$ cat src/hw/dmf_regs.svh
// Purpose: Offsets, fields, reset values and timing counts of the DMA mailbox FIFOs
// Assumes: Included by its bare name
// Notes:   Device register indices address 16-bit words
`ifndef DMF_REGS_SVH
`define DMF_REGS_SVH
// Device register indices
`define DMF_A_TXW0      5'h00
`define DMF_A_RXW0      5'h08
`define DMF_A_TXCNT     5'h10
`define DMF_A_RXCNT     5'h11
`define DMF_A_IRQ       5'h12
`define DMF_A_CFG       5'h13
`define DMF_A_BANK      5'h18
// Configuration fields
`define DMF_CFG_DMA     0
`define DMF_CFG_FLYBY   1
`define DMF_CFG_POL     2
`define DMF_CFG_EDGE    3
`define DMF_CFG_RST     4'h5
// Interrupt status and mask fields
`define DMF_IRQ_TXST    0
`define DMF_IRQ_RXST    1
`define DMF_IRQ_TRANSMIT_IRQ_MASK    2
`define DMF_IRQ_RECEIVE_IRQ_MASK    3
`define DMF_IRQ_RST     4'h0
// Counter idle value
`define DMF_CNT_DONE    4'hF
// Controller register byte addresses
`define DMF_H_CTRL      8'h00
`define DMF_H_TXDATA    8'h04
`define DMF_H_RXDATA    8'h08
`define DMF_H_STATUS    8'h0C
// Controller control fields
`define DMF_C_MOTO      0
`define DMF_C_FLYBY     1
`define DMF_C_POL       2
`define DMF_C_HOLD      3
`define DMF_C_RST       5'h04
// Controller timing in hclk cycles
`define DMF_SETUP_CYC   4'h1
`define DMF_STB_CYC     4'h2
`define DMF_GAP_CYC     4'h3
`endif

$ cat src/hw/dmf_link_if.sv
// Purpose: Strobe, acknowledge, request and data lines between mailbox and DMA controller
// Assumes: One clock; the data bus is split into two one-way byte lanes
// Notes:   Strobes and acknowledge are active low
interface dmf_link_if;
    logic       transfer_acknowledge_in_n;
    logic       rd_n;
    logic       wr_n;
    logic       rw;
    logic       data_strobe_line_n;
    logic [7:0] host_data;
    logic [7:0] dev_data;
    logic       transmit_request_out;
    logic       receive_request_out;

    modport dev (
        input  transfer_acknowledge_in_n, rd_n, wr_n, rw, data_strobe_line_n, host_data,
        output dev_data, transmit_request_out, receive_request_out
    );
    modport ctl (
        output transfer_acknowledge_in_n, rd_n, wr_n, rw, data_strobe_line_n, host_data,
        input  dev_data, transmit_request_out, receive_request_out
    );
endinterface : dmf_link_if

$ cat src/hw/dmf_dev.sv
// Purpose: Mailbox end: transmit and receive byte FIFOs, counters, requests, DSP register port
// Assumes: Link inputs synchronous to hclk; a byte is taken when its strobe ends
// Notes:   Counter writes are ignored while a transfer is pending
// Contract
// - Fly-by transfer is one bus transaction
// - Edge mode gives fresh request edge per byte
// - Strobe active drops request, release re-enables it
// - Transmit FIFO sixteen bytes, eight DSP words
// - Transmit counter holds bytes still outstanding; the code holds one less, so 4'hE leaves fifteen bytes to go
// - Shared four-bit interrupt status and mask
// - Transmit count write raises transmit request
// - Memory transmit: acknowledge low, write strobe pulses
// - Second style: read/write low, data strobe times
// - Fly-by swaps strobe meaning at mailbox
// - Each write decrements; done on wrap to F
// - Acknowledge high freezes counter, request stays
// - Count done drops request, raises unmasked interrupt
// - Bytes packed little-endian into words
// - Request polarity chosen by configuration bit
// - Counter not rewritten before transfer done
// - Receive FIFO sixteen bytes, DSP writes words
// - Receive count write raises receive request
// - Memory receive: read strobe pulses, or read/write high
// - Each read decrements; done on wrap to F
// - DSP sees all words, link sees head only; the code reads receive words as zero while DMA is on
// - Configuration bit selects DMA or mailbox extension
//
// The address map and the AHB-Lite register port were decided locally.
`include "dmf_regs.svh"
module dmf_dev (
    // Clock and reset
    input  wire logic        hclk,
    input  wire logic        hresetn,
    // Link to the DMA controller
    dmf_link_if.dev          link,
    // Bus style strap, high selects data strobe style
    input  wire logic        bus_style_moto,
    // DSP register port
    input  wire logic [4:0]  dsp_addr,
    input  wire logic        dsp_wr,
    input  wire logic        dsp_rd,
    input  wire logic [15:0] dsp_wdata,
    output logic      [15:0] dsp_rdata,
    // DSP interrupt
    output logic             dsp_dma_interrupt
);
    typedef struct packed {
        logic [7:0][15:0] tx_mem;
        logic [7:0][15:0] rx_mem;
        logic [3:0]       tx_cnt;
        logic [3:0]       rx_cnt;
        logic [3:0]       tx_ptr;
        logic [3:0]       rx_ptr;
        logic [3:0]       irq;
        logic [3:0]       cfg;
        logic             tx_act_q;
        logic             rx_act_q;
        logic             ack_q;
        logic [7:0]       byte_q;
        logic             tx_pin;
        logic             rx_pin;
        logic [7:0]       dev_data;
        logic [15:0]      rdata;
        logic             irq_out;
    } dmf_dev_st_t;

    dmf_dev_st_t st_r;
    dmf_dev_st_t st_nxt;

    logic rd_act;
    logic wr_act;
    logic tx_act;
    logic rx_act;
    logic dma_on;
    logic tx_pend;
    logic rx_pend;
    logic tx_take;
    logic rx_take;
    logic tx_lvl;
    logic rx_lvl;
    logic pol;
    logic [4:0] bank;

    always_comb begin
        st_nxt = st_r;
        dma_on = st_r.cfg[`DMF_CFG_DMA];
        pol    = st_r.cfg[`DMF_CFG_POL];
        // Word bank of the DSP index
        bank   = dsp_addr & `DMF_A_BANK;
        // Decode access strobes per bus style
        rd_act = bus_style_moto ? (!link.data_strobe_line_n && link.rw) : !link.rd_n;
        wr_act = bus_style_moto ? (!link.data_strobe_line_n && !link.rw) : !link.wr_n;
        // Fly-by: memory read strobe writes transmit FIFO, memory write reads receive FIFO
        tx_act = st_r.cfg[`DMF_CFG_FLYBY] ? rd_act : wr_act;
        rx_act = st_r.cfg[`DMF_CFG_FLYBY] ? wr_act : rd_act;
        tx_pend = dma_on && (st_r.tx_cnt != `DMF_CNT_DONE);
        rx_pend = dma_on && (st_r.rx_cnt != `DMF_CNT_DONE);
        st_nxt.tx_act_q = tx_act;
        st_nxt.rx_act_q = rx_act;
        st_nxt.ack_q    = !link.transfer_acknowledge_in_n;
        if (tx_act) begin
            st_nxt.byte_q = link.host_data;
        end
        // Access completes at strobe end, only if acknowledge was low
        tx_take = tx_pend && st_r.tx_act_q && !tx_act && st_r.ack_q;
        rx_take = rx_pend && st_r.rx_act_q && !rx_act && st_r.ack_q;
        if (tx_take) begin
            if (st_r.tx_ptr[0]) begin
                st_nxt.tx_mem[st_r.tx_ptr[3:1]][15:8] = st_r.byte_q;
            end else begin
                st_nxt.tx_mem[st_r.tx_ptr[3:1]][7:0] = st_r.byte_q;
            end
            st_nxt.tx_ptr = st_r.tx_ptr + 4'h1;
            st_nxt.tx_cnt = st_r.tx_cnt - 4'h1;
            if (st_r.tx_cnt == 4'h0) begin
                st_nxt.irq[`DMF_IRQ_TXST] = 1'b1;
            end
        end
        if (rx_take) begin
            st_nxt.rx_ptr = st_r.rx_ptr + 4'h1;
            st_nxt.rx_cnt = st_r.rx_cnt - 4'h1;
            if (st_r.rx_cnt == 4'h0) begin
                st_nxt.irq[`DMF_IRQ_RXST] = 1'b1;
            end
        end
        // DSP writes
        if (dsp_wr) begin
            if (dsp_addr == `DMF_A_TXCNT) begin
                if (st_r.tx_cnt == `DMF_CNT_DONE) begin
                    st_nxt.tx_cnt = dsp_wdata[3:0];
                    st_nxt.tx_ptr = 4'h0;
                end
            end else if (dsp_addr == `DMF_A_RXCNT) begin
                if (st_r.rx_cnt == `DMF_CNT_DONE) begin
                    st_nxt.rx_cnt = dsp_wdata[3:0];
                    st_nxt.rx_ptr = 4'h0;
                end
            end else if (dsp_addr == `DMF_A_IRQ) begin
                // Write one clears status; a completion in the same cycle wins
                st_nxt.irq[`DMF_IRQ_TRANSMIT_IRQ_MASK] = dsp_wdata[`DMF_IRQ_TRANSMIT_IRQ_MASK];
                st_nxt.irq[`DMF_IRQ_RECEIVE_IRQ_MASK] = dsp_wdata[`DMF_IRQ_RECEIVE_IRQ_MASK];
                if (dsp_wdata[`DMF_IRQ_TXST] && !(tx_take && st_r.tx_cnt == 4'h0)) begin
                    st_nxt.irq[`DMF_IRQ_TXST] = 1'b0;
                end
                if (dsp_wdata[`DMF_IRQ_RXST] && !(rx_take && st_r.rx_cnt == 4'h0)) begin
                    st_nxt.irq[`DMF_IRQ_RXST] = 1'b0;
                end
            end else if (dsp_addr == `DMF_A_CFG) begin
                st_nxt.cfg = dsp_wdata[3:0];
            end else if (bank == `DMF_A_RXW0) begin
                st_nxt.rx_mem[dsp_addr[2:0]] = dsp_wdata;
            end else if (bank == `DMF_A_TXW0 && !dma_on) begin
                // Extension mode: transmit words act as plain mailbox storage
                st_nxt.tx_mem[dsp_addr[2:0]] = dsp_wdata;
            end
        end
        // DSP reads, registered
        if (dsp_rd) begin
            if (bank == `DMF_A_TXW0) begin
                st_nxt.rdata = st_r.tx_mem[dsp_addr[2:0]];
            end else if (bank == `DMF_A_RXW0) begin
                st_nxt.rdata = dma_on ? 16'h0000 : st_r.rx_mem[dsp_addr[2:0]];
            end else if (dsp_addr == `DMF_A_TXCNT) begin
                st_nxt.rdata = {12'h000, st_r.tx_cnt};
            end else if (dsp_addr == `DMF_A_RXCNT) begin
                st_nxt.rdata = {12'h000, st_r.rx_cnt};
            end else if (dsp_addr == `DMF_A_IRQ) begin
                st_nxt.rdata = {12'h000, st_r.irq};
            end else if (dsp_addr == `DMF_A_CFG) begin
                st_nxt.rdata = {12'h000, st_r.cfg};
            end else begin
                st_nxt.rdata = 16'h0000;
            end
        end
        // Link sees only the head byte of the receive FIFO
        st_nxt.dev_data = st_nxt.rx_ptr[0] ? st_nxt.rx_mem[st_nxt.rx_ptr[3:1]][15:8]
                                           : st_nxt.rx_mem[st_nxt.rx_ptr[3:1]][7:0];
        // Request levels; edge mode drops request while a strobe is active
        tx_lvl = st_nxt.cfg[`DMF_CFG_DMA] && (st_nxt.tx_cnt != `DMF_CNT_DONE)
                 && !(st_nxt.cfg[`DMF_CFG_EDGE] && tx_act);
        rx_lvl = st_nxt.cfg[`DMF_CFG_DMA] && (st_nxt.rx_cnt != `DMF_CNT_DONE)
                 && !(st_nxt.cfg[`DMF_CFG_EDGE] && rx_act);
        st_nxt.tx_pin  = tx_lvl ? st_nxt.cfg[`DMF_CFG_POL] : !st_nxt.cfg[`DMF_CFG_POL];
        st_nxt.rx_pin  = rx_lvl ? st_nxt.cfg[`DMF_CFG_POL] : !st_nxt.cfg[`DMF_CFG_POL];
        st_nxt.irq_out = (st_nxt.irq[`DMF_IRQ_TXST] && st_nxt.irq[`DMF_IRQ_TRANSMIT_IRQ_MASK])
                         || (st_nxt.irq[`DMF_IRQ_RXST] && st_nxt.irq[`DMF_IRQ_RECEIVE_IRQ_MASK]);
    end

    always_ff @(posedge hclk or negedge hresetn) begin
        if (!hresetn) begin
            st_r        <= '0;
            st_r.tx_cnt <= `DMF_CNT_DONE;
            st_r.rx_cnt <= `DMF_CNT_DONE;
            st_r.cfg    <= `DMF_CFG_RST;
            st_r.irq    <= `DMF_IRQ_RST;
        end else begin
            st_r <= st_nxt;
        end
    end

    assign link.transmit_request_out = st_r.tx_pin;
    assign link.receive_request_out  = st_r.rx_pin;
    assign link.dev_data             = st_r.dev_data;
    assign dsp_rdata                 = st_r.rdata;
    assign dsp_dma_interrupt         = st_r.irq_out;
    // Variables read only for clarity of decode
    logic unused_pol;
    assign unused_pol = pol;
endmodule : dmf_dev

$ cat src/flat_wrapper.sv
// flat-port wrapper written by rule: the top's interface ports become plain ports
module dmf_dev_flat 
  (hclk, hresetn, bus_style_moto, dsp_addr, dsp_wr, dsp_rd, dsp_wdata, dsp_rdata, dsp_dma_interrupt, link_transfer_acknowledge_in_n, link_rd_n, link_wr_n, link_rw, link_data_strobe_line_n, link_host_data, link_dev_data, link_transmit_request_out, link_receive_request_out);
  dmf_link_if link_i ();
  input  wire logic hclk;
  input  wire logic hresetn;
  input  wire logic bus_style_moto;
  input  wire logic [4:0] dsp_addr;
  input  wire logic dsp_wr;
  input  wire logic dsp_rd;
  input  wire logic [15:0] dsp_wdata;
  output logic      [15:0] dsp_rdata;
  output logic dsp_dma_interrupt;
  input wire logic [$bits(link_i.transfer_acknowledge_in_n)-1:0] link_transfer_acknowledge_in_n;
  input wire logic [$bits(link_i.rd_n)-1:0] link_rd_n;
  input wire logic [$bits(link_i.wr_n)-1:0] link_wr_n;
  input wire logic [$bits(link_i.rw)-1:0] link_rw;
  input wire logic [$bits(link_i.data_strobe_line_n)-1:0] link_data_strobe_line_n;
  input wire logic [$bits(link_i.host_data)-1:0] link_host_data;
  output wire logic [$bits(link_i.dev_data)-1:0] link_dev_data;
  output wire logic [$bits(link_i.transmit_request_out)-1:0] link_transmit_request_out;
  output wire logic [$bits(link_i.receive_request_out)-1:0] link_receive_request_out;
  assign link_i.transfer_acknowledge_in_n = link_transfer_acknowledge_in_n;
  assign link_i.rd_n = link_rd_n;
  assign link_i.wr_n = link_wr_n;
  assign link_i.rw = link_rw;
  assign link_i.data_strobe_line_n = link_data_strobe_line_n;
  assign link_i.host_data = link_host_data;
  assign link_dev_data = link_i.dev_data;
  assign link_transmit_request_out = link_i.transmit_request_out;
  assign link_receive_request_out = link_i.receive_request_out;
  dmf_dev u_core (.hclk(hclk), .hresetn(hresetn), .link(link_i), .bus_style_moto(bus_style_moto), .dsp_addr(dsp_addr), .dsp_wr(dsp_wr), .dsp_rd(dsp_rd), .dsp_wdata(dsp_wdata), .dsp_rdata(dsp_rdata), .dsp_dma_interrupt(dsp_dma_interrupt));
endmodule
$ cat config.mk
export PLATFORM = sky130hd
export DESIGN_NAME = dmf_dev_flat
export DESIGN_NICKNAME = d
export VERILOG_FILES = /design/src/hw/dmf_link_if.sv /design/src/hw/dmf_dev.sv /design/src/flat_wrapper.sv
export VERILOG_INCLUDE_DIRS = /design/src /design/src/hw
export SDC_FILE = /design/constraint.sdc
export NUM_CORES = 1
export LEC_CHECK = 0
export BUFFER_PORTS_ARGS = -buffer_cell sky130_fd_sc_hd__clkbuf_2
export CELL_PAD_IN_SITES_DETAIL_PLACEMENT = 0
export CELL_PAD_IN_SITES_GLOBAL_PLACEMENT = 1
export CORE_AREA = 2 2 211 213
export CTS_CLUSTER_SIZE = 24
export DETAILED_ROUTE_END_ITERATION = 10
export DIE_AREA = 0 0 213 215
export PLACE_DENSITY_LB_ADDON = 0.1
export SLEW_MARGIN = 0
export SYNTH_ARGS = -nofsm -noshare
export SYNTH_HDL_FRONTEND = slang
export SYNTH_SLANG_ARGS = --single-unit
$ cat constraint.sdc
create_clock -name hclk -period 3.9 [get_ports hclk]
set_input_delay 0.39 -clock hclk [delete_from_list [all_inputs] [get_ports hclk]]
set_output_delay 0.39 -clock hclk [all_outputs]
set_load 0.02 [all_outputs]
==> flow_metrics.py <==
metrics = {
    "die": {
        "row_count": 77,
        "floorplan_die_width_um": 213,
        "fp.dieArea_um2": 45800,
        "core_area_um2": 43600,
        "floorplan.die.height_um": 215,
        "design.portCount": 66,
        "initial_utilization_pct": 39.4,
    },
    "logic_synthesis": {
        "library_cell_with_the_largest_summed_area_after_synthesis": "sky130_fd_sc_hd__dfrtp_1",
        "post_synth.cell_area_avg_um2": 9.88,
        "synth-edff-count": 0,
        "synth.yosys.warnings": 0,
        "yosys_register_bits": 318,
        "synth.distinct_cells": 91,
        "instance_count_of_the_mapped_netlist": 1742,
        "synth_top_area_share_pct": 44.8,
        "post_synth_main_area_contributors": "sky130_fd_sc_hd__dfrtp_1, sky130_fd_sc_hd__mux2i_1, sky130_fd_sc_hd__mux2_2",
        "syn_area_um2": 17200,
        "async_flop_share_pct": 100,
        "seq_area_frac_synth_pct": 46.3,
        "synth-main-ff-cell": "sky130_fd_sc_hd__dfrtp_1",
        "synth_fp_nets": 1787,
    },
    "critical_path": {
        "rr_worst_depth": 11,
        "rrSetupSlack_ns": 0.66,
        "start_kind": "flip-flop",
        "arrival_time_worst_endpoint_ns": 3.68,
        "crit_top_cell": "sky130_fd_sc_hd__nand2_4",
        "critPathCaptureType": "flip-flop",
        "critical_path_cell_count": 11,
        "crit_chain": "ha_1 > and3_1 > or3b_1 > o211ai_4 > nand2_4 > inv_4 > buf_4 > nand2_4 > o22ai_1 > nor3_1 > or4b_1",
        "critical_path_peak_fanout": 40,
        "critical_path_data_required_time_ns": 4.33,
        "cp_top_family": "simple AND/OR/NAND/NOR gates",
        "critical_path.n_buffers_inverters": 2,
        "worst-setup-path-type": "flip-flop to flip-flop",
        "cp_slowest_stage_delay_ns": 0.51,
        "critical_path.slowest_cell": "sky130_fd_sc_hd__or4b_1",
    },
    "global_route": {
        "first_global_vias": 13877,
        "initial_antenna_violation_count": 1,
        "global_route_overflow": 0,
        "grt_max_degree": 100,
        "grt_pass1_wl_um": 93300,
        "grtUsageTotal_pct": 27.6,
    },
    "placed_design": {
        "detailed_place_hpwl_um": 39300,
        "gpl.final_weighted_congestion": 0.858,
        "buffer_ports.inserted": 65,
    },
    "routing": {
        "route.detailed.vias_per_inst": 5.81,
        "iteration_0_drc_markers": 1225,
        "route.detailed.drc": 0,
        "top_layer_used": "met4",
        "dr_total_vias": 13714,
        "wl_met2_um": 27700,
        "wl_met1_um": 28400,
        "postRouteAntennaNets": 0,
        "wl_um": 62100,
        "wl_per_cell_um": 26.3,
        "met3_length_um": 3690,
        "firstDrtPassIters": 5,
    },
    "layout": {
        "nNetsFinal": 1789,
        "layout-drive-gt1-share_pct": 21.0,
        "area.growth.synth_to_final_pct": 12.3,
    },
    "power": {
        "power_density_nw_per_um2": 546,
        "irDropWorstVdd_mv": 0.251,
        "power.share.switching_pct": 32.9,
        "p_sw_mw": 3.47,
        "share_clk_of_total_power_pct": 33.4,
        "sequential_power_share_pct": 44.2,
        "static_leakage_nw": 8.36,
        "internal_power_mw": 7.07,
        "comb_power_share_pct": 22.5,
    },
    "timing": {
        "maximum_frequency_from_static_timing_analysis_mhz": 308,
        "finalHoldWorstSlack_ns": 0.0241,
        "timing.final.setup_violations": 0,
        "timing_hold_violations_final": 0,
        "fin_setup_tns_ns": 0,
        "clock_skew_ns": 0.0147,
        "tightestPinTransition_ns": 0.997,
        "period_minus_slack_ns": 3.24,
        "maxSlewHeadroom_pct": 31.7,
        "unrepaired_setup_endpoints_after_global_routing": "false",
        "final_min_period_over_clock_period_pct": 83.1,
        "slew_violations": 0,
    },
    "flow_run": {
        "maxCapViolations": 0,
    },
    "clocking": {
        "worst_setup_hold_path_clk_slew_ns": 0.06,
        "cts-hold-fix-buffers": 8,
        "cts-root-buf": "sky130_fd_sc_hd__clkbuf_16",
        "cts_tree": "done",
        "post-cts-setup-buffer-count": 0,
        "numCtsBuffers": 39,
        "cts_resized": 0,
        "clkLatencyLatePin_ns": 0.57,
        "cts.sink_count": 318,
        "cts_max_level": 2,
        "ctsLongestPathBuffers": 3,
    },
    "min_path": {
        "timing.hold.worst.class": "input pin to flip-flop",
        "whs_path_depth": 3,
    },
    "outcome": {
        "outcome": "completed",
    },
}
-- final timing paths --
kind	end	startpoint
max in group asynchronous	u_core.st_r[117]	hresetn
setup reg to reg	u_core.link.dev_data[5]	u_core.st_r[54]
hold / removal	u_core.st_r[28]	link_host_data[1]
min in group asynchronous	u_core.st_r[27]	hresetn
hold reg to reg	u_core.st_r[167]	u_core.st_r[167]
setup / recovery	u_core.link.dev_data[5]	u_core.st_r[54]
-- power by group through the flow --
stage	clock network, mW	logic, mW	registers, mW
3_5_place_dp	0	2.34	4.69
6_report	3.51	2.37	4.65
3_3_place_gp	0	2.32	4.69
2_1_floorplan	0	1.81	4.41
5_1_grt	3.72	2.60	4.74
4_1_cts	3.60	2.36	4.64
-- tightest hold or removal path, stage by stage --
cell and delay (ns):
sky130_fd_sc_hd__clkbuf_2 0.07, sky130_fd_sc_hd__nand2_1 0.04, sky130_fd_sc_hd__nand2_1 0.05
-- registers in the layout, indices dropped and copies added, names as in the netlist --
signal,count
u_core.st_r,289
u_core.dsp_rdata,16
u_core.link.dev_data,8
u_core.dma_on,1
u_core.dsp_dma_interrupt,1
u_core.link.receive_request_out,1
u_core.link.transmit_request_out,1
u_core.pol,1
-- metal layers --
| metal | vias up | track usage, % |
|---|---|---|
| met4 | 0 | 10.7 |
| met1 | 6902 | 39.2 |
| met5 | - | 0 |
| met3 | 118 | 5.22 |
| met2 | 468 | 41.7 |
| li1 | 6226 | - |
-- stage by stage --
step / utilization (%) / cell area, um2 / setup WS (ns) / std cells / total power [mW]
CTS: 44.2 / 19300 / 0.666 / 2360 / 10.6
global route: 44.2 / 19300 / 0.459 / 2360 / 11.1
detailed placement: 41.3 / 18000 / 0.557 / 2287 / 7.04
global placement: 41.3 / 18000 / 0.557 / 2287 / 7.00
floorplan: - / 17200 / 1.10 / 1742 / 6.22
finish: 44.3 / 19300 / 0.657 / 2361 / 10.5
-- cell type report --
type | count | area (um2)
antenna | 1 | 2.50
clock buffer | 57 | 1110
clock inverter | 8 | 76.3
fill | 4181 | 24300
inverter | 19 | 76.3
multi-input combinational | 1224 | 8380
sequential | 318 | 7970
tap | 592 | 741
timing repair buffer | 142 | 958
-- Yosys cell counts (all sizes together) (3+ instances only) --
library cell,instances
o211ai,12
mux2,106
nand4,13
o32ai,6
ha,6
dfstp,10
and3,7
and4,3
o22ai,8
a2111oi,4
a31oi,20
nand2,304
a32oi,5
nor2,84
inv,18
nor4,6
a221oi,17
o2111ai,3
o311ai,3
nor3,27
a21oi,45
or2,7
o21ai,152
buf,71
mux4,4
a22o,15
mux2i,164
or3,23
xor2,5
nor2b,7
a41oi,3
a211oi,5
clkbuf,110
nor3b,4
nand2b,11
nand3,14
o31ai,4
xnor2,9
a311oi,3
and2,4
a22oi,83
dfrtp,308
-- cell usage in the layout, fill, tap and decap left out, drive strengths merged, types with 4 or more instances in the layout --
master         n
buf           70
a2111oi        4
o32ai          6
a31oi         20
ha             6
mux2i        164
o22ai          8
a32oi          5
nand3         14
mux2         106
nand2        304
nand4         13
nor2b          7
o211ai        12
clkinv         5
dfrtp        308
inv           21
xnor2          9
dlygate4sd3    8
or3           23
and2           4
nand2b        11
nor2          84
nor4           6
dfstp         10
a21oi         45
mux4           4
nor3          27
a22oi         83
clkbuf       121
nor3b          4
o31ai          4
a22o          15
and3           7
a221oi        17
xor2           5
a211oi         5
o21ai        152
or2            7
-- cells by family (layout without fill, tap and decap cells) --
kind of cell    after synthesis  count (layout)  synth area share, %
flops                       318             318                 46.3
other cells                   0               1                    0
simple gates                528             528                 14.2
buf+inv                     200             226                 5.46
mux                         274             274                 17.0
compound gates              402             402                 15.8
xor+xnor                     14              14                0.756
fa+ha+maj                     6               6                0.436
Note: power is estimated with default switching activity, not from simulation.
